`config.mk`:
```
export PLATFORM = sky130hd
export DESIGN_NAME = csrsw_regs
export DESIGN_NICKNAME = d
export VERILOG_FILES = /design/src/inc/csrsw_pkg.sv /design/src/hw/csrsw_res_file.sv /design/src/hw/csrsw_regs.sv
export SDC_FILE = /design/constraint.sdc
export NUM_CORES = 1
export LEC_CHECK = 0
export ABC_AREA = 1
export ABC_CLOCK_PERIOD_IN_PS = 4300
export BUFFER_PORTS_ARGS = -buffer_cell sky130_fd_sc_hd__clkbuf_2
export CORE_MARGIN = 2
export CORE_UTILIZATION = 59
export DETAILED_ROUTE_END_ITERATION = 7
export PLACE_DENSITY_LB_ADDON = 0.15
export SLEW_MARGIN = 0
export SYNTH_ARGS = -nofsm -noshare
export SYNTH_HDL_FRONTEND = slang
export SYNTH_HIERARCHICAL = 1
export SYNTH_SLANG_ARGS = --single-unit
```
`constraint.sdc`:
```
create_clock -name I_CLK_SYS -period 4.3 [get_ports I_CLK_SYS]
set_clock_uncertainty 0.15 [all_clocks]
set_input_delay 0 -clock I_CLK_SYS [delete_from_list [all_inputs] [get_ports I_CLK_SYS]]
set_output_delay 0 -clock I_CLK_SYS [all_outputs]
set_load 0.01 [all_outputs]
```
`src/inc/csrsw_pkg.sv`:
```
// package: register map, field layout and constants of the swap and rom header registers
//
// Operation
// - compare register at 10h, read-only
// - data register at 0Ch, read-only
// - done flag bit 31 set on completion
// - any control write clears done flag
// - selector bits 1-0 pick csr resource
// - bits 30-2 read zero; done resets set
// - header register at 18h, rom first quadlet
// - crc field loaded from eeprom if present
// - header upper sixteen bits reset zero
// - bus name register 1Ch returns 31333934h
package csrsw_pkg;
  localparam logic [7:0] CSRSW_OFS_DATA = 8'h0c;
  localparam logic [7:0] CSRSW_OFS_CMP = 8'h10;
  localparam logic [7:0] CSRSW_OFS_CTRL = 8'h14;
  localparam logic [7:0] CSRSW_OFS_HDR = 8'h18;
  localparam logic [7:0] CSRSW_OFS_BUSID = 8'h1c;
  localparam logic [7:0] CSRSW_OFS_CMP_WR = 8'h40;
  localparam logic [7:0] CSRSW_OFS_DATA_WR = 8'h44;
  localparam logic [7:0] CSRSW_OFS_RES = 8'h48;
  localparam logic [7:0] CSRSW_OFS_STAT = 8'h4c;
  localparam logic [31:0] CSRSW_BUS_NAME = 32'h31333934;
  localparam int CSRSW_DONE_BIT = 31;
  localparam logic [31:0] CSRSW_SEL_MASK = 32'h00000003;
  localparam logic [15:0] CSRSW_HDR_HI_RST = 16'h0000;
  localparam logic [15:0] CSRSW_CRC_RST = 16'h0000;
  localparam logic [31:0] CSRSW_ZERO = 32'h00000000;
  localparam logic [31:0] CSRSW_RES_RST = 32'h00000000;
  localparam int CSRSW_RES_NUM = 4;
  localparam logic [1:0] CSRSW_HTRANS_NONSEQ = 2'h2;
  localparam logic [1:0] CSRSW_SWAP_BUSY_CYC = 2'h2;
  typedef enum logic [2:0] {
    CSRSW_IDLE = 3'b001,
    CSRSW_CMP = 3'b010,
    CSRSW_WAIT = 3'b100
  } csrsw_state_type;
endpackage : csrsw_pkg

```
`src/hw/csrsw_res_file.sv`:
```
// csr resource storage: four quadlets indexed by the selector
`timescale 1ns/10ps
`default_nettype none
module csrsw_res_file
  import csrsw_pkg::*;
(
  input wire logic i_clk,
  input wire logic i_rstn,
  input wire logic i_ce,
  input wire logic [1:0] i_sel,
  input wire logic i_we,
  input wire logic [31:0] i_wdata,
  output logic [31:0] o_rdata
);
  logic [31:0] res_reg [CSRSW_RES_NUM];
  logic [31:0] res_next [CSRSW_RES_NUM];

  always_comb begin
    for (int i = 0; i < CSRSW_RES_NUM; i++) begin
      res_next[i] = res_reg[i];
    end
    if (i_we) begin
      res_next[i_sel] = i_wdata;
    end
  end

  always_ff @(posedge i_clk or negedge i_rstn) begin
    if (!i_rstn) begin
      for (int i = 0; i < CSRSW_RES_NUM; i++) begin
        res_reg[i] <= CSRSW_RES_RST;
      end
    end else if (i_ce) begin
      for (int i = 0; i < CSRSW_RES_NUM; i++) begin
        res_reg[i] <= res_next[i];
      end
    end
  end

  assign o_rdata = res_reg[i_sel];
endmodule : csrsw_res_file
`default_nettype wire

```
`src/hw/csrsw_regs.sv`:
```
// top: ahb-lite register bank for compare-swap and rom header quadlets
//
// Design decision made here: the AHB-Lite interface to the registers.
`timescale 1ns/10ps
`default_nettype none
module csrsw_regs
  import csrsw_pkg::*;
(
  input wire logic I_CLK_SYS,
  input wire logic I_RSTN,
  input wire logic I_CE,
  input wire logic I_HSEL,
  input wire logic [31:0] I_HADDR,
  input wire logic [1:0] I_HTRANS,
  input wire logic I_HWRITE,
  input wire logic [2:0] I_HSIZE,
  input wire logic [31:0] I_HWDATA,
  input wire logic I_HREADY,
  input wire logic I_EEPROM_PRESENT,
  input wire logic I_EEPROM_VALID,
  input wire logic [15:0] I_EEPROM_CRC,
  output logic [31:0] O_HRDATA,
  output logic O_HREADYOUT,
  output logic O_HRESP,
  output logic [31:0] O_ROM_HEADER,
  output logic O_SWAP_COMPLETE
);
  import csrsw_pkg::*;

  // ----------------------------------------
  // bus address phase capture
  // ----------------------------------------
  logic wr_pend_reg, wr_pend_next;
  logic rd_pend_reg, rd_pend_next;
  logic [7:0] addr_reg, addr_next;
  logic [31:0] rdata_reg, rdata_next;
  logic ready_reg, ready_next;
  logic addr_ok;

  // ----------------------------------------
  // register state
  // ----------------------------------------
  logic [31:0] cmp_reg, cmp_next;
  logic [31:0] data_reg, data_next;
  logic done_reg, done_next;
  logic [1:0] sel_reg, sel_next;
  logic [31:0] hdr_reg, hdr_next;
  logic eeprom_done_reg, eeprom_done_next;
  logic match_reg, match_next;
  csrsw_state_type state_reg, state_next;
  logic res_we;
  logic [31:0] res_rdata;
  logic ctrl_wr_w;

  function automatic logic is_ofs(input logic [7:0] a, input logic [7:0] ofs);
    return a == ofs;
  endfunction : is_ofs

  assign addr_ok = I_HSEL && I_HREADY && (I_HTRANS == CSRSW_HTRANS_NONSEQ);

  csrsw_res_file u_res (
    .i_clk(I_CLK_SYS),
    .i_rstn(I_RSTN),
    .i_ce(I_CE),
    .i_sel(sel_reg),
    .i_we(res_we),
    .i_wdata(data_reg),
    .o_rdata(res_rdata)
  );

  // ----------------------------------------
  // bus and register next state
  // ----------------------------------------
  always_comb begin
    logic ctrl_wr;
    ctrl_wr = 1'b0;
    wr_pend_next = 1'b0;
    rd_pend_next = 1'b0;
    addr_next = addr_reg;
    ready_next = 1'b1;
    rdata_next = rdata_reg;
    cmp_next = cmp_reg;
    data_next = data_reg;
    sel_next = sel_reg;
    hdr_next = hdr_reg;
    eeprom_done_next = eeprom_done_reg;
    if (addr_ok) begin
      wr_pend_next = I_HWRITE;
      rd_pend_next = !I_HWRITE;
      addr_next = I_HADDR[7:0];
      ready_next = I_HWRITE; // registered read data costs one wait state
    end
    if (rd_pend_reg) begin
      unique case (1'b1)
        is_ofs(addr_reg, CSRSW_OFS_DATA): rdata_next = data_reg;
        is_ofs(addr_reg, CSRSW_OFS_CMP): rdata_next = cmp_reg;
        is_ofs(addr_reg, CSRSW_OFS_CTRL): begin
          rdata_next = {done_reg, 29'h0, sel_reg};
        end
        is_ofs(addr_reg, CSRSW_OFS_HDR): rdata_next = hdr_reg;
        is_ofs(addr_reg, CSRSW_OFS_BUSID): rdata_next = CSRSW_BUS_NAME;
        is_ofs(addr_reg, CSRSW_OFS_RES): rdata_next = res_rdata;
        is_ofs(addr_reg, CSRSW_OFS_STAT): rdata_next = {31'h0, match_reg};
        default: rdata_next = CSRSW_ZERO;
      endcase
    end
    if (wr_pend_reg) begin
      unique case (1'b1)
        is_ofs(addr_reg, CSRSW_OFS_CTRL): begin
          ctrl_wr = 1'b1;
          sel_next = I_HWDATA[1:0];
        end
        is_ofs(addr_reg, CSRSW_OFS_HDR): hdr_next = I_HWDATA;
        is_ofs(addr_reg, CSRSW_OFS_CMP_WR): cmp_next = I_HWDATA;
        is_ofs(addr_reg, CSRSW_OFS_DATA_WR): data_next = I_HWDATA;
        default: ;
      endcase
    end
    // eeprom load only once, so later software writes to the crc field stick
    if (I_EEPROM_PRESENT && I_EEPROM_VALID && !eeprom_done_reg) begin
      hdr_next[15:0] = I_EEPROM_CRC;
      eeprom_done_next = 1'b1;
    end
    ctrl_wr_w = ctrl_wr;
  end

  // ----------------------------------------
  // compare-swap sequencer
  // ----------------------------------------
  always_comb begin
    state_next = state_reg;
    done_next = done_reg;
    match_next = match_reg;
    res_we = 1'b0;
    unique case (state_reg)
      CSRSW_IDLE: begin
        if (ctrl_wr_w) begin
          done_next = 1'b0;
          state_next = CSRSW_CMP;
        end
      end
      CSRSW_CMP: begin
        // selector already updated, so compare against the new target
        match_next = (res_rdata == cmp_reg);
        res_we = (res_rdata == cmp_reg);
        state_next = CSRSW_WAIT;
        // a control write here restarts the swap, so no write is ever lost
        if (ctrl_wr_w) begin
          done_next = 1'b0;
          state_next = CSRSW_CMP;
        end
      end
      CSRSW_WAIT: begin
        done_next = 1'b1;
        state_next = CSRSW_IDLE;
        if (ctrl_wr_w) begin
          done_next = 1'b0;
          state_next = CSRSW_CMP;
        end
      end
      default: state_next = CSRSW_IDLE;
    endcase
  end

  // ----------------------------------------
  // sequencer registers
  // ----------------------------------------
  always_ff @(posedge I_CLK_SYS or negedge I_RSTN) begin
    if (!I_RSTN) begin
      done_reg <= 1'b1;
      match_reg <= 1'b0;
      state_reg <= CSRSW_IDLE;
    end else if (I_CE) begin
      done_reg <= done_next;
      match_reg <= match_next;
      state_reg <= state_next;
    end
  end

  // ----------------------------------------
  // bus and register flops
  // ----------------------------------------
  always_ff @(posedge I_CLK_SYS or negedge I_RSTN) begin
    if (!I_RSTN) begin
      wr_pend_reg <= 1'b0;
      rd_pend_reg <= 1'b0;
      addr_reg <= 8'h00;
      rdata_reg <= CSRSW_ZERO;
      ready_reg <= 1'b1;
      cmp_reg <= CSRSW_ZERO;
      data_reg <= CSRSW_ZERO;
      sel_reg <= 2'h0;
      hdr_reg <= {CSRSW_HDR_HI_RST, CSRSW_CRC_RST};
      eeprom_done_reg <= 1'b0;
    end else if (I_CE) begin
      wr_pend_reg <= wr_pend_next;
      rd_pend_reg <= rd_pend_next;
      addr_reg <= addr_next;
      rdata_reg <= rdata_next;
      ready_reg <= ready_next;
      cmp_reg <= cmp_next;
      data_reg <= data_next;
      sel_reg <= sel_next;
      hdr_reg <= hdr_next;
      eeprom_done_reg <= eeprom_done_next;
    end
  end

  // read data is registered, so the data phase needs one wait state
  assign O_HRDATA = rdata_reg;
  assign O_HREADYOUT = ready_reg;
  assign O_HRESP = 1'b0;
  assign O_ROM_HEADER = hdr_reg;
  assign O_SWAP_COMPLETE = done_reg;

  // ----------------------------------------
  // assertions
  // ----------------------------------------
  a_done_clear: assert property (@(posedge I_CLK_SYS) disable iff (!I_RSTN)
    I_CE && wr_pend_reg && addr_reg == CSRSW_OFS_CTRL |=> !done_reg)
    else $error("done flag not cleared by control write");
  a_done_set: assert property (@(posedge I_CLK_SYS) disable iff (!I_RSTN)
    I_CE && state_reg == CSRSW_CMP && !ctrl_wr_w ##1 I_CE && !ctrl_wr_w |=> done_reg)
    else $error("done flag not set after swap");
  a_swap_store: assert property (@(posedge I_CLK_SYS) disable iff (!I_RSTN)
    I_CE && state_reg == CSRSW_CMP && !ctrl_wr_w && res_rdata == cmp_reg
    |=> res_rdata == $past(data_reg))
    else $error("swap data not stored on match");
  a_swap_keep: assert property (@(posedge I_CLK_SYS) disable iff (!I_RSTN)
    I_CE && state_reg == CSRSW_CMP && res_rdata != cmp_reg |-> !res_we)
    else $error("resource written on mismatch");
  a_ctrl_zero: assert property (@(posedge I_CLK_SYS) disable iff (!I_RSTN)
    I_CE && rd_pend_reg && addr_reg == CSRSW_OFS_CTRL |=> O_HRDATA[30:2] == 29'h0)
    else $error("control reserved bits not zero");
  a_bus_name: assert property (@(posedge I_CLK_SYS) disable iff (!I_RSTN)
    I_CE && rd_pend_reg && addr_reg == CSRSW_OFS_BUSID |=> O_HRDATA == CSRSW_BUS_NAME)
    else $error("bus name quadlet wrong");
  a_sel_write: assert property (@(posedge I_CLK_SYS) disable iff (!I_RSTN)
    I_CE && wr_pend_reg && addr_reg == CSRSW_OFS_CTRL |=> sel_reg == $past(I_HWDATA[1:0]))
    else $error("selector not written");
  a_crc_load: assert property (@(posedge I_CLK_SYS) disable iff (!I_RSTN)
    I_CE && I_EEPROM_PRESENT && I_EEPROM_VALID && !eeprom_done_reg
    |=> hdr_reg[15:0] == $past(I_EEPROM_CRC))
    else $error("crc not loaded from eeprom");
  a_rd_data: assert property (@(posedge I_CLK_SYS) disable iff (!I_RSTN)
    I_CE && rd_pend_reg && addr_reg == CSRSW_OFS_CMP |=> O_HRDATA == $past(cmp_reg))
    else $error("compare readback wrong");
  c_swap_match: cover property (@(posedge I_CLK_SYS) disable iff (!I_RSTN)
    state_reg == CSRSW_CMP && res_rdata == cmp_reg);
  c_swap_miss: cover property (@(posedge I_CLK_SYS) disable iff (!I_RSTN)
    state_reg == CSRSW_CMP && res_rdata != cmp_reg);
  c_hdr_write: cover property (@(posedge I_CLK_SYS) disable iff (!I_RSTN)
    wr_pend_reg && addr_reg == CSRSW_OFS_HDR);
  a_data_read: assert property (@(posedge I_CLK_SYS) disable iff (!I_RSTN)
    I_CE && rd_pend_reg && addr_reg == CSRSW_OFS_DATA |=> O_HRDATA == $past(data_reg))
    else $error("data readback wrong");
  a_hdr_read: assert property (@(posedge I_CLK_SYS) disable iff (!I_RSTN)
    I_CE && rd_pend_reg && addr_reg == CSRSW_OFS_HDR |=> O_HRDATA == $past(hdr_reg))
    else $error("header readback wrong");
  a_hdr_write: assert property (@(posedge I_CLK_SYS) disable iff (!I_RSTN)
    I_CE && wr_pend_reg && addr_reg == CSRSW_OFS_HDR
    && !(I_EEPROM_PRESENT && I_EEPROM_VALID && !eeprom_done_reg) |=> O_ROM_HEADER == $past(I_HWDATA))
    else $error("header write lost");
  a_done_rdback: assert property (@(posedge I_CLK_SYS) disable iff (!I_RSTN)
    I_CE && rd_pend_reg && addr_reg == CSRSW_OFS_CTRL |=> O_HRDATA[CSRSW_DONE_BIT] == $past(done_reg))
    else $error("done flag readback wrong");
  a_sel_rdback: assert property (@(posedge I_CLK_SYS) disable iff (!I_RSTN)
    I_CE && rd_pend_reg && addr_reg == CSRSW_OFS_CTRL |=> O_HRDATA[1:0] == $past(sel_reg))
    else $error("selector readback wrong");
  a_crc_once: assert property (@(posedge I_CLK_SYS) disable iff (!I_RSTN)
    I_CE && eeprom_done_reg && !(wr_pend_reg && addr_reg == CSRSW_OFS_HDR)
    |=> O_ROM_HEADER[15:0] == $past(hdr_reg[15:0]))
    else $error("crc field changed without a write");
  a_read_wait: assert property (@(posedge I_CLK_SYS) disable iff (!I_RSTN)
    rd_pend_reg |-> !O_HREADYOUT)
    else $error("read data phase without wait state");
  a_write_nowait: assert property (@(posedge I_CLK_SYS) disable iff (!I_RSTN)
    wr_pend_reg |-> O_HREADYOUT)
    else $error("write data phase stalled");
  a_swap_busy: assert property (@(posedge I_CLK_SYS) disable iff (!I_RSTN)
    state_reg == CSRSW_CMP |-> !O_SWAP_COMPLETE)
    else $error("done flag high while swap pending");
  a_hresp_okay: assert property (@(posedge I_CLK_SYS) disable iff (!I_RSTN)
    !O_HRESP)
    else $error("error response driven");
  a_state_onehot: assert property (@(posedge I_CLK_SYS) disable iff (!I_RSTN)
    $onehot(state_reg))
    else $error("sequencer state not one-hot");
  a_cmp_ro: assert property (@(posedge I_CLK_SYS) disable iff (!I_RSTN)
    I_CE && !(wr_pend_reg && addr_reg == CSRSW_OFS_CMP_WR)
    |=> cmp_reg == $past(cmp_reg))
    else $error("compare value changed without a write");
  a_data_ro: assert property (@(posedge I_CLK_SYS) disable iff (!I_RSTN)
    I_CE && !(wr_pend_reg && addr_reg == CSRSW_OFS_DATA_WR)
    |=> data_reg == $past(data_reg))
    else $error("data value changed without a write");
  a_done_hold: assert property (@(posedge I_CLK_SYS) disable iff (!I_RSTN)
    I_CE && state_reg == CSRSW_IDLE && !ctrl_wr_w
    |=> O_SWAP_COMPLETE == $past(done_reg))
    else $error("done flag moved while idle");
  a_ce_freeze: assert property (@(posedge I_CLK_SYS) disable iff (!I_RSTN)
    !I_CE |=> state_reg == $past(state_reg) && done_reg == $past(done_reg)
    && sel_reg == $past(sel_reg))
    else $error("state moved with clock enable low");
  c_ctrl_restart: cover property (@(posedge I_CLK_SYS) disable iff (!I_RSTN)
    I_CE && state_reg == CSRSW_WAIT && ctrl_wr_w);
  c_ce_hold: cover property (@(posedge I_CLK_SYS) disable iff (!I_RSTN)
    !I_CE && state_reg == CSRSW_CMP);
endmodule : csrsw_regs
`default_nettype wire

```
== Word-level counts from Yosys, hierarchy flattened ==
Cells that the tools add are included.
Storage, ports and cells
  bits in registers: 275
  latch bits: 0
  RAM bits: 0
  ROM bits: 0
  input port bits: 93
  output and inout port bits: 67
  word-level logic and storage cells: 83
  memories: 0
Cells by class
  add/sub/neg operators: 0
  multipliers: 0
  divide/modulo/power cells: 0
  magnitude comparators: 2
  equality and inequality tests: 16
  shift operators: 0
  mux-type cells: 23
  bitwise gates (word level): 1
  reduce and logical (&&, ||, !) cells: 23
Operators by type and width (number)
  one-hot mux 32 bit (7 select lines): 1
  bitwise mux 128 bit: 1
  2-to-1 mux 32 bit: 3
  binary-select mux 32 bit (select 2 bit): 1
  demux 32 bit (select 2 bit): 1
  2-to-1 mux 16 bit: 3
  equality test 32 bit: 1
  equality test 8 x 5 -> 1 bit, second input constant: 4
  equality test 8 x 7 -> 1 bit, second input constant: 4
  AND reduction 3 bit: 6
  AND reduction 2 bit: 6
  one-hot mux 3 bit (3 select lines): 1
  equality test 8 x 4 -> 1 bit, second input constant: 1
  2-to-1 mux 1 bit: 8
  2-to-1 mux 3 bit: 2
  nonzero test 2 bit: 3
  logical AND 1 bit: 5
  equality test 3 x 1 -> 1 bit, second input constant: 1
  equality test 3 x 2 -> 1 bit, second input constant: 1
  equality test 3 bit, second input constant: 1
  greater-or-equal comparator 3 bit, second input constant: 1
  < comparator 3 x 1 -> 1 bit, second input constant: 1
  inverter 2 -> 3 bit: 1
  equality test 2 bit, second input constant: 1
  other kinds (6): 7

== Depth between registers and ports, before layout ==
Gate-level depths: netlist of run 1.
  word-level depth: 7
  mapped depth: 22
  mapped depth without buffers: 19

== Modules after synthesis ==
The synthesis of run 1 kept the hierarchy.
By module, submodules not included
  csrsw_regs: times used 1, cells an instance 977, area each 7549.7 um^2, sequential area each 3682.3 um^2
  csrsw_res_file: times used 1, cells an instance 869, area each 6159.7 um^2, sequential area each 3203.1 um^2

== Least setup slack after synthesis of run 1 ==
OpenSTA, ideal clock, no wires.
  path kind: reg2reg
  from: register sel_reg[0]
  to: register u_res/res_reg[111] in the netlist's numbering
  setup time: 66 ps
  arrival: 2449 ps
  required time: 4084 ps
  setup slack: 1635 ps
  cell stages (with the launch flop): 21
  path buffers: 4
  period minus slack after synthesis: 2665 ps
  cell sequence: dfrtp_1 -> inv_2 -> buf_2 -> buf_2 -> nand2_1 -> nand2_1 -> nand2_1 -> nand2_1 -> xnor2_1 -> nand2_1 -> nor2_1 -> nand2_1 -> nor2_1 -> nand2_1 -> nor2_1 -> nand2_1 -> inv_2 -> buf_2 -> buf_1 -> nand3_1 -> nand2_1
On the way
  longest elaborated chain between the ends: 7
  elaborated cells on any way between the ends: 13
  those cells by class: order compare: 2; eq/ne: 1; mux: 7; bitwise: 1; reduce/logical: 2
Ends and longest elaborated chain
  from (decl): line csrsw_regs.sv:46  | logic [1:0] sel_reg, sel_next;
  from (signal assigned): line csrsw_regs.sv:203  | sel_reg <= sel_next;
  inverter 2 -> 3 bit (not written as such): line csrsw_res_file.sv:39  | assign o_rdata = res_reg[i_sel];
  binary-select mux 32 bit (select 2 bit): line csrsw_res_file.sv:39
  2-to-1 mux 32 bit (not written as such) (2 in a row): line csrsw_res_file.sv:39
  via res_rdata[14]: line csrsw_regs.sv:52  | logic [31:0] res_rdata;
  equality test 32 bit: line csrsw_regs.sv:145  | res_we = (res_rdata == cmp_reg);
  2-to-1 mux 1 bit: line csrsw_regs.sv:135  | unique case (state_reg)
  via res_we: line csrsw_regs.sv:51  | logic res_we;
  AND reduction 2 bit (no line)
  to (signal, indexed assignment): line csrsw_res_file.sv:34  | res_reg[i] <= res_next[i];
  to (decl): line csrsw_res_file.sv:15  | logic [31:0] res_reg [CSRSW_RES_NUM];
The timed path passes the listed nets, and every way through them passes these cells. The select of a mux whose other input is x is not followed.
A chain may end at the register's enable or synchronous reset.

== Final worst setup path of run 1 ==
  from: register sel_reg[0]
  to: register u_res/res_reg[98] in the netlist's numbering
The elaborated chain is that of the path after synthesis.

==> results of run 1 <==
[cell families after synthesis]
group,after synthesis,synth area share
AND/OR/NAND/NOR,1184,0.351
flip-flops,275,0.502
buffers and inverters,211,0.0687
AO/OA/AOI/OAI,154,0.0646
XOR/XNOR,21,0.0134
other,1,0.000274
[layer usage]
metal  global-route usage  vias to the layer above  part of all wire
li1                     -                     6094                 -
met5                    0                        -                 0
met3               0.0667                      135             0.097
met1                0.480                     6176              0.40
met4                0.175                        0             0.048
met2                0.578                      741              0.46
[worst paths after layout]
kind / from / end / slack (ns) / cells past startpoint
max in group asynchronous: I_RSTN / u_res/res_reg[61] / 2.51 / 4
worst max register to register: sel_reg[0] / u_res/res_reg[98] / 0.66 / 19
worst min-delay path: I_EEPROM_PRESENT / O_ROM_HEADER[4] / 0.03 / 4
min in group asynchronous: I_RSTN / u_res/res_reg[28] / 0.42 / 3
worst min register to register: u_res/res_reg[21] / u_res/res_reg[21] / 0.32 / 2
worst max-delay path: sel_reg[0] / u_res/res_reg[98] / 0.66 / 19
[cell type report]
class                   count  area share
repair buffers            252       0.112
well taps                 285      0.0215
flip-flops and latches    275       0.415
inverters                 114      0.0261
clock inverters             8      0.0101
multi-input cells        1360       0.355
clock buffers              48      0.0597
[worst max-delay path: cells and delay by family, from the launching register on]
kind | cells | cell delay [ns]
buffers and inverters | 4 | 1.25
AND/OR/NAND/NOR | 15 | 1.72
flip-flops | 1 | 0.37
[where the power goes]
part	internal, mW	switching, mW	leakage (nW)	total, mW
clock network	1.86	1.07	0.571	2.93
registers	2.62	0.0193	3.75	2.64
logic	0.125	0.203	4.88	0.328
[per-stage QoR]
| stage | instance area (sq um) | util | setup slack (ns) | hold WS (ns) |
|---|---|---|---|---|
| after floorplan | 13700 | - | 1.64 | -0.446 |
| after global placement | 14500 | 0.638 | 0.848 | -0.0371 |
| after detailed placement | 14500 | 0.638 | 0.791 | -0.0346 |
| after CTS | 16600 | 0.730 | 0.779 | 0.00267 |
| after global routing | 16600 | 0.730 | 0.387 | 0.0556 |
| final | 16600 | 0.730 | 0.657 | 0.0268 |
[repair_timing]
action | 4_1_cts | 5_1_grt
buffers inserted | 0 | 0
hold endpoints to repair | 288 | 0
hold buffers | 92 | 0
[cell usage after synthesis (2+ instances only)]
library cell / instances / area (sq um)
a21oi_2: 7 / 61.3
inv_1: 102 / 383
o21ai_0: 59 / 295
o211ai_1: 2 / 15.0
buf_12: 2 / 40.0
nand2_2: 8 / 50.1
nand3_1: 124 / 621
nand2_1: 956 / 3590
clkbuf_1: 21 / 78.8
buf_4: 4 / 30.0
nor2_8: 2 / 40.0
nand2_4: 4 / 45.0
nand4_1: 14 / 87.6
buf_6: 3 / 33.8
o211ai_2: 7 / 87.6
nor2_1: 56 / 210
a21oi_1: 8 / 40.0
o21ai_1: 61 / 305
nor2_2: 11 / 68.8
inv_2: 11 / 41.3
buf_2: 59 / 295
buf_1: 7 / 26.3
dfrtp_1: 272 / 6810
nor2_4: 3 / 33.8
xnor2_1: 21 / 184
dfstp_2: 3 / 78.8
o21ai_2: 7 / 61.3
==> qor.yml, run 1 <==
routing:
  vias_per_cell: 5.61
  routed_wl_um: 43200
  drtIter0Drc: 1439
  drcViolationCount: 0
  final_antenna_net_count: 0
  vias: 13100
  first_pass_iters: 6
  wl_per_cell_um: 18.4
setup_path:
  cp.required_ns: 4.64
  critPathKind: "flip-flop to flip-flop"
  cp-end-kind: "flip-flop"
  cpPeakStageDelay_ns: 0.53
  start_kind: "flip-flop"
  crit_chain: "buf_4 > nand2_1 > nand2_1 > nand2_1 > nand2_1 > nand2_1 > nand2_1 > nand2_1 > nor2_1 > nand2_1 > nor2_1 > nand2_1 > nor2_1 > nand2_1 > inv_2 > buf_12 > buf_4 > nand3_1 > nand2_1"
  worstPathMaxFanout: 53
  cp_slowest_cell: "buf_4"
  cpMostUsedCell: "nand2_1"
  cp.arrival_ns: 3.98
timing:
  fin_crit_sh: 0.847
  slew_violations: 0
  slew_headroom: 0.164
  finalSetupViolCount: 0
  rsz0062_at_grt: "false"
  setup_tns_ns: 0
  clock.fmax_mhz: 274
  layout_min_cycle_time_ns: 3.64
  worst_pin_slew_ns: 1.25
  hold_viol: 0
yosys:
  syn_inst: 1846
  ys_ff_latch: 275
  synth.distinct_cells: 39
  syn_area_per_cell_sq_um: 7.43
  yosys_warnings: 6
  ys_seq_area_frac: 0.502
  synth_area_sq_um: 13700
  synth_edf_count: 0
  synth_flop_cell: "dfrtp_1"
  synth_nets: 1939
  ys_async_sr_fraction: 1.00
global_routing:
  globalRoute.totalOverflow: 0
  grt_max_degree: 79
  grt_pass1_vias: 12800
  grt.total_usage: 0.362
  antenna_found_initial: 0
  grt_pass1_wl_um: 68800
cts:
  cts_num_sinks: 275
  cts_root_buffer: "clkbuf_16"
  cts_resized: 0
  cts.reportedPaths.clkPinSlew_ns: 0.06
  cts_made_buffers: 30
  cts_tree: "built"
  cts_max_level: 1
  clk_path_buf_depth: 3
  clk_latency_ns: 0.56
final_layout:
  final_common_cell: "nand2_1"
  drive_gt1_frac: 0.138
  seqCellArea_sq_um: 6890
  largest_reg_flops: 128
  nFillCells: 1710
  final_cells: 2342
  multi_input_area_sq_um: 5880
  final_cell_mix: "956 x nand2_1, 271 x dfrtp_1, 130 x clkbuf_2, 124 x nand3_1, 102 x inv_1"
  nNetsFinal: 2126
  diodes: 0
  synthToLayoutAreaGrowth_pct: 21.0
power:
  p_leak_nw: 9.20
  power_density_nw_per_um2: 356
  finalPower_mw: 5.90
  max-vdd-ir-drop_v: 0.000331
floorplanning:
  coreArea_sq_um: 22700
  die_area_sq_um: 24500
  die_x_um: 156
  rows: 55
  die_h_um: 156
  start_util: 0.604
  ioPinCount: 160
placed_design:
  hpwl_um: 25100
  dp.cells: 2194
  io_buffers: 131
  place_congestion: 0.868
run_status:
  status: "finished, final reports clean"
hold_path:
  min-delay-path-class: "primary input to flip-flop"
run:
  maxCapViolations: 0
Note: power is estimated with default switching activity, not from simulation.
==> run 2, diff against run 1 <==
--- a/config.mk
+++ b/config.mk
@@ -6,10 +6,10 @@
 export NUM_CORES = 1
 export LEC_CHECK = 0
 export ABC_AREA = 1
-export ABC_CLOCK_PERIOD_IN_PS = 4300
+export ABC_CLOCK_PERIOD_IN_PS = 3200
 export BUFFER_PORTS_ARGS = -buffer_cell sky130_fd_sc_hd__clkbuf_2
 export CORE_MARGIN = 2
-export CORE_UTILIZATION = 59
+export CORE_UTILIZATION = 53
 export DETAILED_ROUTE_END_ITERATION = 7
 export PLACE_DENSITY_LB_ADDON = 0.15
 export SLEW_MARGIN = 0
==> constraint.sdc (replaced) <==
create_clock -name I_CLK_SYS -period 3.2 [get_ports I_CLK_SYS]
set_clock_uncertainty 0.15 [all_clocks]
set_input_delay 0 -clock I_CLK_SYS [delete_from_list [all_inputs] [get_ports I_CLK_SYS]]
set_output_delay 0 -clock I_CLK_SYS [all_outputs]
set_load 0.01 [all_outputs]
==> run 2 against run 1 <==
Sequential power increased by 34%; total power increased by 27%; fmax up 20%; combinational power up 31%; worst setup slack got worse by 0.50 ns; flip-flop and latch count stayed put.
==> qor.yml, run 2 (synthesis gave the netlist of run 1 again) <==
global_routing:
  grt_pass1_vias: 12500
  antenna_found_initial: 1
  grt_max_degree: 91
  grt_pass1_wl_um: 66900
  grt.total_usage: 0.317
  globalRoute.totalOverflow: 0
power:
  p_comb_frac: 0.057
  power_frac_clock: 0.470
  power_density_nw_per_um2: 447
  p_int_mw: 5.79
  p_seq_frac: 0.473
  p_sw_mw: 1.70
  p_leak_nw: 9.26
  max-vdd-ir-drop_v: 0.000415
  switching_share: 0.227
floorplanning:
  ioPinCount: 160
  die_area_sq_um: 27200
  die_x_um: 165
  coreArea_sq_um: 25300
  die_h_um: 165
  start_util: 0.543
  rows: 58
final_layout:
  nFillCells: 2100
  drive_gt1_frac: 0.143
  diodes: 0
  seqCellArea_sq_um: 6890
  multi_input_area_sq_um: 5900
  nNetsFinal: 2143
  final_common_cell: "nand2_1"
  finish.instance_area_sq_um: 16700
  largest_reg_flops: 128
  final_cell_mix: "954 x nand2_1, 271 x dfrtp_1, 130 x clkbuf_2, 124 x nand3_1, 102 x inv_1"
  synthToLayoutAreaGrowth_pct: 22.1
cts:
  cts.reportedPaths.clkPinSlew_ns: 0.06
  cts_made_buffers: 30
  cts_root_buffer: "clkbuf_16"
  cts_num_sinks: 275
  cts_max_level: 1
  clk_path_buf_depth: 3
  cts_tree: "built"
  clk_latency_ns: 0.56
setup_path:
  cpMostUsedCell: "nand2_1"
  cp.arrival_ns: 3.38
  cp_slowest_cell: "dfrtp_2"
  cp-end-kind: "flip-flop"
  r2r-start: "sel_reg[0]"
  start_kind: "flip-flop"
  reg2reg_depth: 19
  worstPathMaxFanout: 23
  reg2reg_slack_ns: 0.16
  cp.required_ns: 3.54
  path_delay_family: "simple AND/OR/NAND/NOR gates"
  crit_chain: "inv_4 > buf_12 > nand2_1 > nand2_1 > nand2_1 > nand2_1 > nand2_1 > nand2_1 > nand2_1 > nor2_1 > nand2_1 > nor2_1 > nand2_1 > nor2_1 > nand2_2 > inv_4 > buf_4 > nand3_1 > nand2_1"
  r2r_end: "u_res/res_reg[53]"
  crit_buf_inv: 4
  critPathKind: "flip-flop to flip-flop"
  cpPeakStageDelay_ns: 0.45
routing:
  final_antenna_net_count: 0
  drtIter0Drc: 1237
  wl_per_cell_um: 17.7
  vias: 13000
  vias_per_cell: 5.43
  first_pass_iters: 5
  routed_wl_um: 42600
  drcViolationCount: 0
timing:
  rsz0062_at_grt: "false"
  layout_min_cycle_time_ns: 3.04
  slew_violations: 0
  whs_ns: 0.0561
  clock.fmax_mhz: 329
  fin_crit_sh: 0.951
  setup_tns_ns: 0
  worst_slack_ns: 0.158
  worst_pin_slew_ns: 0.838
  hold_viol: 0
  finalSetupViolCount: 0
  slew_headroom: 0.440
run:
  maxCapViolations: 0
placed_design:
  hpwl_um: 25500
  io_buffers: 131
  placed_area_sq_um: 14700
  preCtsSetupSlack_ns: 0.106
  place_congestion: 0.857
hold_path:
  hold_path_end: "O_ROM_HEADER[6]"
  hp-start: "I_EEPROM_PRESENT"
  min-delay-path-class: "primary input to flip-flop"
  whs_path_depth: 5
run_status:
  status: "finished, final reports clean"
-- run 2: how the worst max path moves through the flow --
| stage | startpoint | endpoint | slack, ns | cells past startpoint |
|---|---|---|---|---|
| 4_1_cts | sel_reg[0] | u_res/res_reg[53] | 0.09 | 19 |
| 5_1_grt | sel_reg[0] | u_res/res_reg[127] | 0.001 | 19 |
| 3_5_place_dp | sel_reg[0] | u_res/res_reg[122] | 0.11 | 20 |
| 6_report | sel_reg[0] | u_res/res_reg[53] | 0.16 | 19 |
| 3_3_place_gp | sel_reg[0] | u_res/res_reg[91] | 0.15 | 19 |
| 2_1_floorplan | sel_reg[0] | u_res/res_reg[111] | 0.54 | 20 |
-- run 2: timing repair --
item | in CTS | in global routing
endpoints found under the hold margin | 388 | 0
resized for setup | 0 | 6
hold buffers | 92 | 0
endpoints found under the setup margin | 0 | 128
setup buffers | 0 | 2
-- run 2: tightest hold or removal path, cell delays in order --
cell and delay (ns):
clkbuf_2 0.10, nand3_1 0.07, buf_4 0.24, o21ai_0 0.23
a21oi_2 0.06
-- run 2: routing by layer --
metal,global-route usage,share of wire,vias up
li1,-,-,6142
met4,0.0937,0.027,0
met2,0.516,0.48,565
met3,0.0437,0.075,79
met5,0,0,-
met1,0.444,0.42,6257
-- run 2: cell type report --
class                      count  share of cell area
clock buffer                  46              0.0545
sequential                   275               0.411
timing repair buffer         269               0.126
multi-input combinational   1360               0.352
clock inverter                 8             0.00538
inverter                     114              0.0262
tap                          330              0.0247
-- run 2: per-stage QoR --
stage | total power [mW] | std cells | utilization
after global routing | 7.69 | 2402 | 0.663
after floorplan | 3.76 | 1846 | -
after global placement | 3.92 | 2252 | 0.583
after detailed placement | 3.93 | 2252 | 0.583
final | 7.49 | 2402 | 0.663
after CTS | 7.50 | 2398 | 0.660
-- run 2: power by group through the flow --
stage / registers, mW / logic [mW] / clock network (mW)
2_1_floorplan: 3.60 / 0.161 / 0
3_3_place_gp: 3.60 / 0.320 / 0
5_1_grt: 3.55 / 0.475 / 3.67
4_1_cts: 3.54 / 0.419 / 3.54
3_5_place_dp: 3.60 / 0.326 / 0
6_report: 3.54 / 0.431 / 3.52
==> run 3, diff against run 2 <==
--- a/config.mk
+++ b/config.mk
@@ -7,10 +7,10 @@
 export LEC_CHECK = 0
 export ABC_AREA = 1
 export ABC_CLOCK_PERIOD_IN_PS = 3200
-export BUFFER_PORTS_ARGS = -buffer_cell sky130_fd_sc_hd__clkbuf_2
 export CORE_MARGIN = 2
-export CORE_UTILIZATION = 53
+export CORE_UTILIZATION = 58
 export DETAILED_ROUTE_END_ITERATION = 7
+export DONT_BUFFER_PORTS = 1
 export PLACE_DENSITY_LB_ADDON = 0.15
 export SLEW_MARGIN = 0
 export SYNTH_ARGS = -nofsm -noshare
==> run 3 against run 2 <==
The flow now finishes with violations (negative hold slack); non-clock buffer count shrank 140; clock power shrank 5%; global-route usage grew 1.1 points; sequential power is essentially flat; combinational power shrank 31%; routed wire length shrank 6.1%; sequential share of layout area grew 2.4 points; die area shrank 8.4%; first-iteration DRC count shrank 4.9%; fmax is essentially flat; largest power group unchanged; register-to-register slack gained 0.04 ns; critical path depth shrank 11.
==> qor.yml, run 3 (synthesis gave the netlist of run 1 again) <==
run_status:
  status: "finished, violations left"
  violations: "negative hold slack"
floorplanning:
  ioPinCount: 160
  coreArea_sq_um: 23300
  start_util: 0.588
  die_x_um: 158
  rows: 56
  die_h_um: 158
  die_area_sq_um: 24900
timing:
  finalSetupViolCount: 0
  worst_pin_slew_ns: 0.866
  fin_crit_sh: 0.950
  whs_ns: -1.00
  layout_min_cycle_time_ns: 3.04
  slew_violations: 0
  hold_viol: 275
  clock.fmax_mhz: 329
  slew_headroom: 0.422
final_layout:
  nNetsFinal: 2003
  drive_gt1_frac: 0.0803
  final_cell_mix: "955 x nand2_1, 271 x dfrtp_1, 124 x nand3_1, 102 x inv_1, 91 x dlygate4sd3_1"
  nFillCells: 1893
  largest_reg_flops: 128
  final_common_cell: "nand2_1"
  finish.instance_area_sq_um: 15800
  synthToLayoutAreaGrowth_pct: 15.5
  seqCellArea_sq_um: 6890
  multi_input_area_sq_um: 5890
cts:
  cts_max_level: 1
  cts_tree: "built"
  cts.reportedPaths.clkPinSlew_ns: 0.06
  cts_made_buffers: 29
  cts_root_buffer: "clkbuf_16"
  clk_latency_ns: 0.55
  clk_path_buf_depth: 3
  postCtsHoldBufs: 91
  cts_num_sinks: 275
setup_path:
  path_delay_family: "buffers and inverters"
  cpMostUsedCell: "dlygate4sd3_1"
  cp-end-kind: "flip-flop"
  worstPathMaxFanout: 17
  cp.arrival_ns: 3.32
  cpPeakStageDelay_ns: 0.63
  critPathKind: "primary input to flip-flop"
  cp_slowest_cell: "dlygate4sd3_1"
  crit_buf_inv: 4
  cp.required_ns: 3.48
  start_kind: "primary input"
  crit_chain: "dlygate4sd3_1 > nor3b_1 > dlygate4sd3_1 > nand2_1 > nor2_1 > dlygate4sd3_1 > a21oi_1 > dlygate4sd3_1"
routing:
  vias_per_cell: 5.53
  drcViolationCount: 0
  first_pass_iters: 7
  routed_wl_um: 40000
  wl_per_cell_um: 17.8
  vias: 12500
  drtIter0Drc: 1177
  final_antenna_net_count: 0
global_routing:
  grt_pass1_wl_um: 63600
  globalRoute.totalOverflow: 0
  antenna_found_initial: 2
  grt.total_usage: 0.328
  grt_max_degree: 276
  grt_pass1_vias: 11800
run:
  maxCapViolations: 0
power:
  max-vdd-ir-drop_v: 0.000387
  p_leak_nw: 8.59
  finalPower_mw: 7.18
  power_density_nw_per_um2: 454
placed_design:
  io_buffers: 0
  placed_area_sq_um: 13900
  hpwl_um: 23900
  place_congestion: 0.806
hold_path:
  min-delay-path-class: "primary input to asynchronous set/reset pin"
[run 3: cell type report]
class,instances,share of cell area
Sequential cell,275,0.435
Multi-Input combinational cell,1360,0.372
Timing Repair Buffer,129,0.0805
Clock buffer,42,0.0527
Inverter,114,0.0275
Tap cell,319,0.0252
Clock inverter,10,0.00648
Timing Repair inverter,1,0.000474
Antenna cell,1,0.000158
[run 3: routing by layer]
layer	vias to the layer above	track usage	routed length, um
li1	5845	-	-
met5	-	0	0
met4	0	0.0952	852
met2	593	0.526	18600
met3	73	0.0558	3690
met1	5941	0.461	16800
[run 3: path summary, 6_finish.rpt]
check	from	endpoint	slack, ns	cells after the start
worst max register to register	addr_reg[5]	O_ROM_HEADER[0]	0.20	10
max in group asynchronous	I_RSTN	u_res/res_reg[50]	3.37	0
worst min register to register	u_res/res_reg[27]	u_res/res_reg[27]	0.32	2
worst max-delay path	I_HTRANS[0]	addr_reg[0]	0.16	8
worst min-delay path	I_RSTN	u_res/res_reg[59]	-1.00	0
min in group I_CLK_SYS	I_HWRITE	wr_pend_reg	0.04	3
[run 3: timing repair]
action / CTS / global route
hold endpoints to repair: 546 / 275
resized for setup: 0 / 6
buffers inserted: 0 / 1
endpoints found under the setup margin: 0 / 128
[run 3: where the power goes]
group	leakage (nW)	switching (mW)	internal [mW]
logic	4.37	0.176	0.122
clock network	0.465	1.38	1.96
registers	3.75	0.0256	3.52
[run 3: through the flow]
stage           util  cells  TNS (ns)  worst slack, ns
6_report       0.679   2251         0            0.160
5_1_grt        0.678   2250   -0.0774          -0.0155
4_1_cts        0.676   2247         0            0.182
3_5_place_dp   0.597   2104         0            0.218
3_3_place_gp   0.597   2104         0            0.251
2_1_floorplan      -   1846         0            0.535
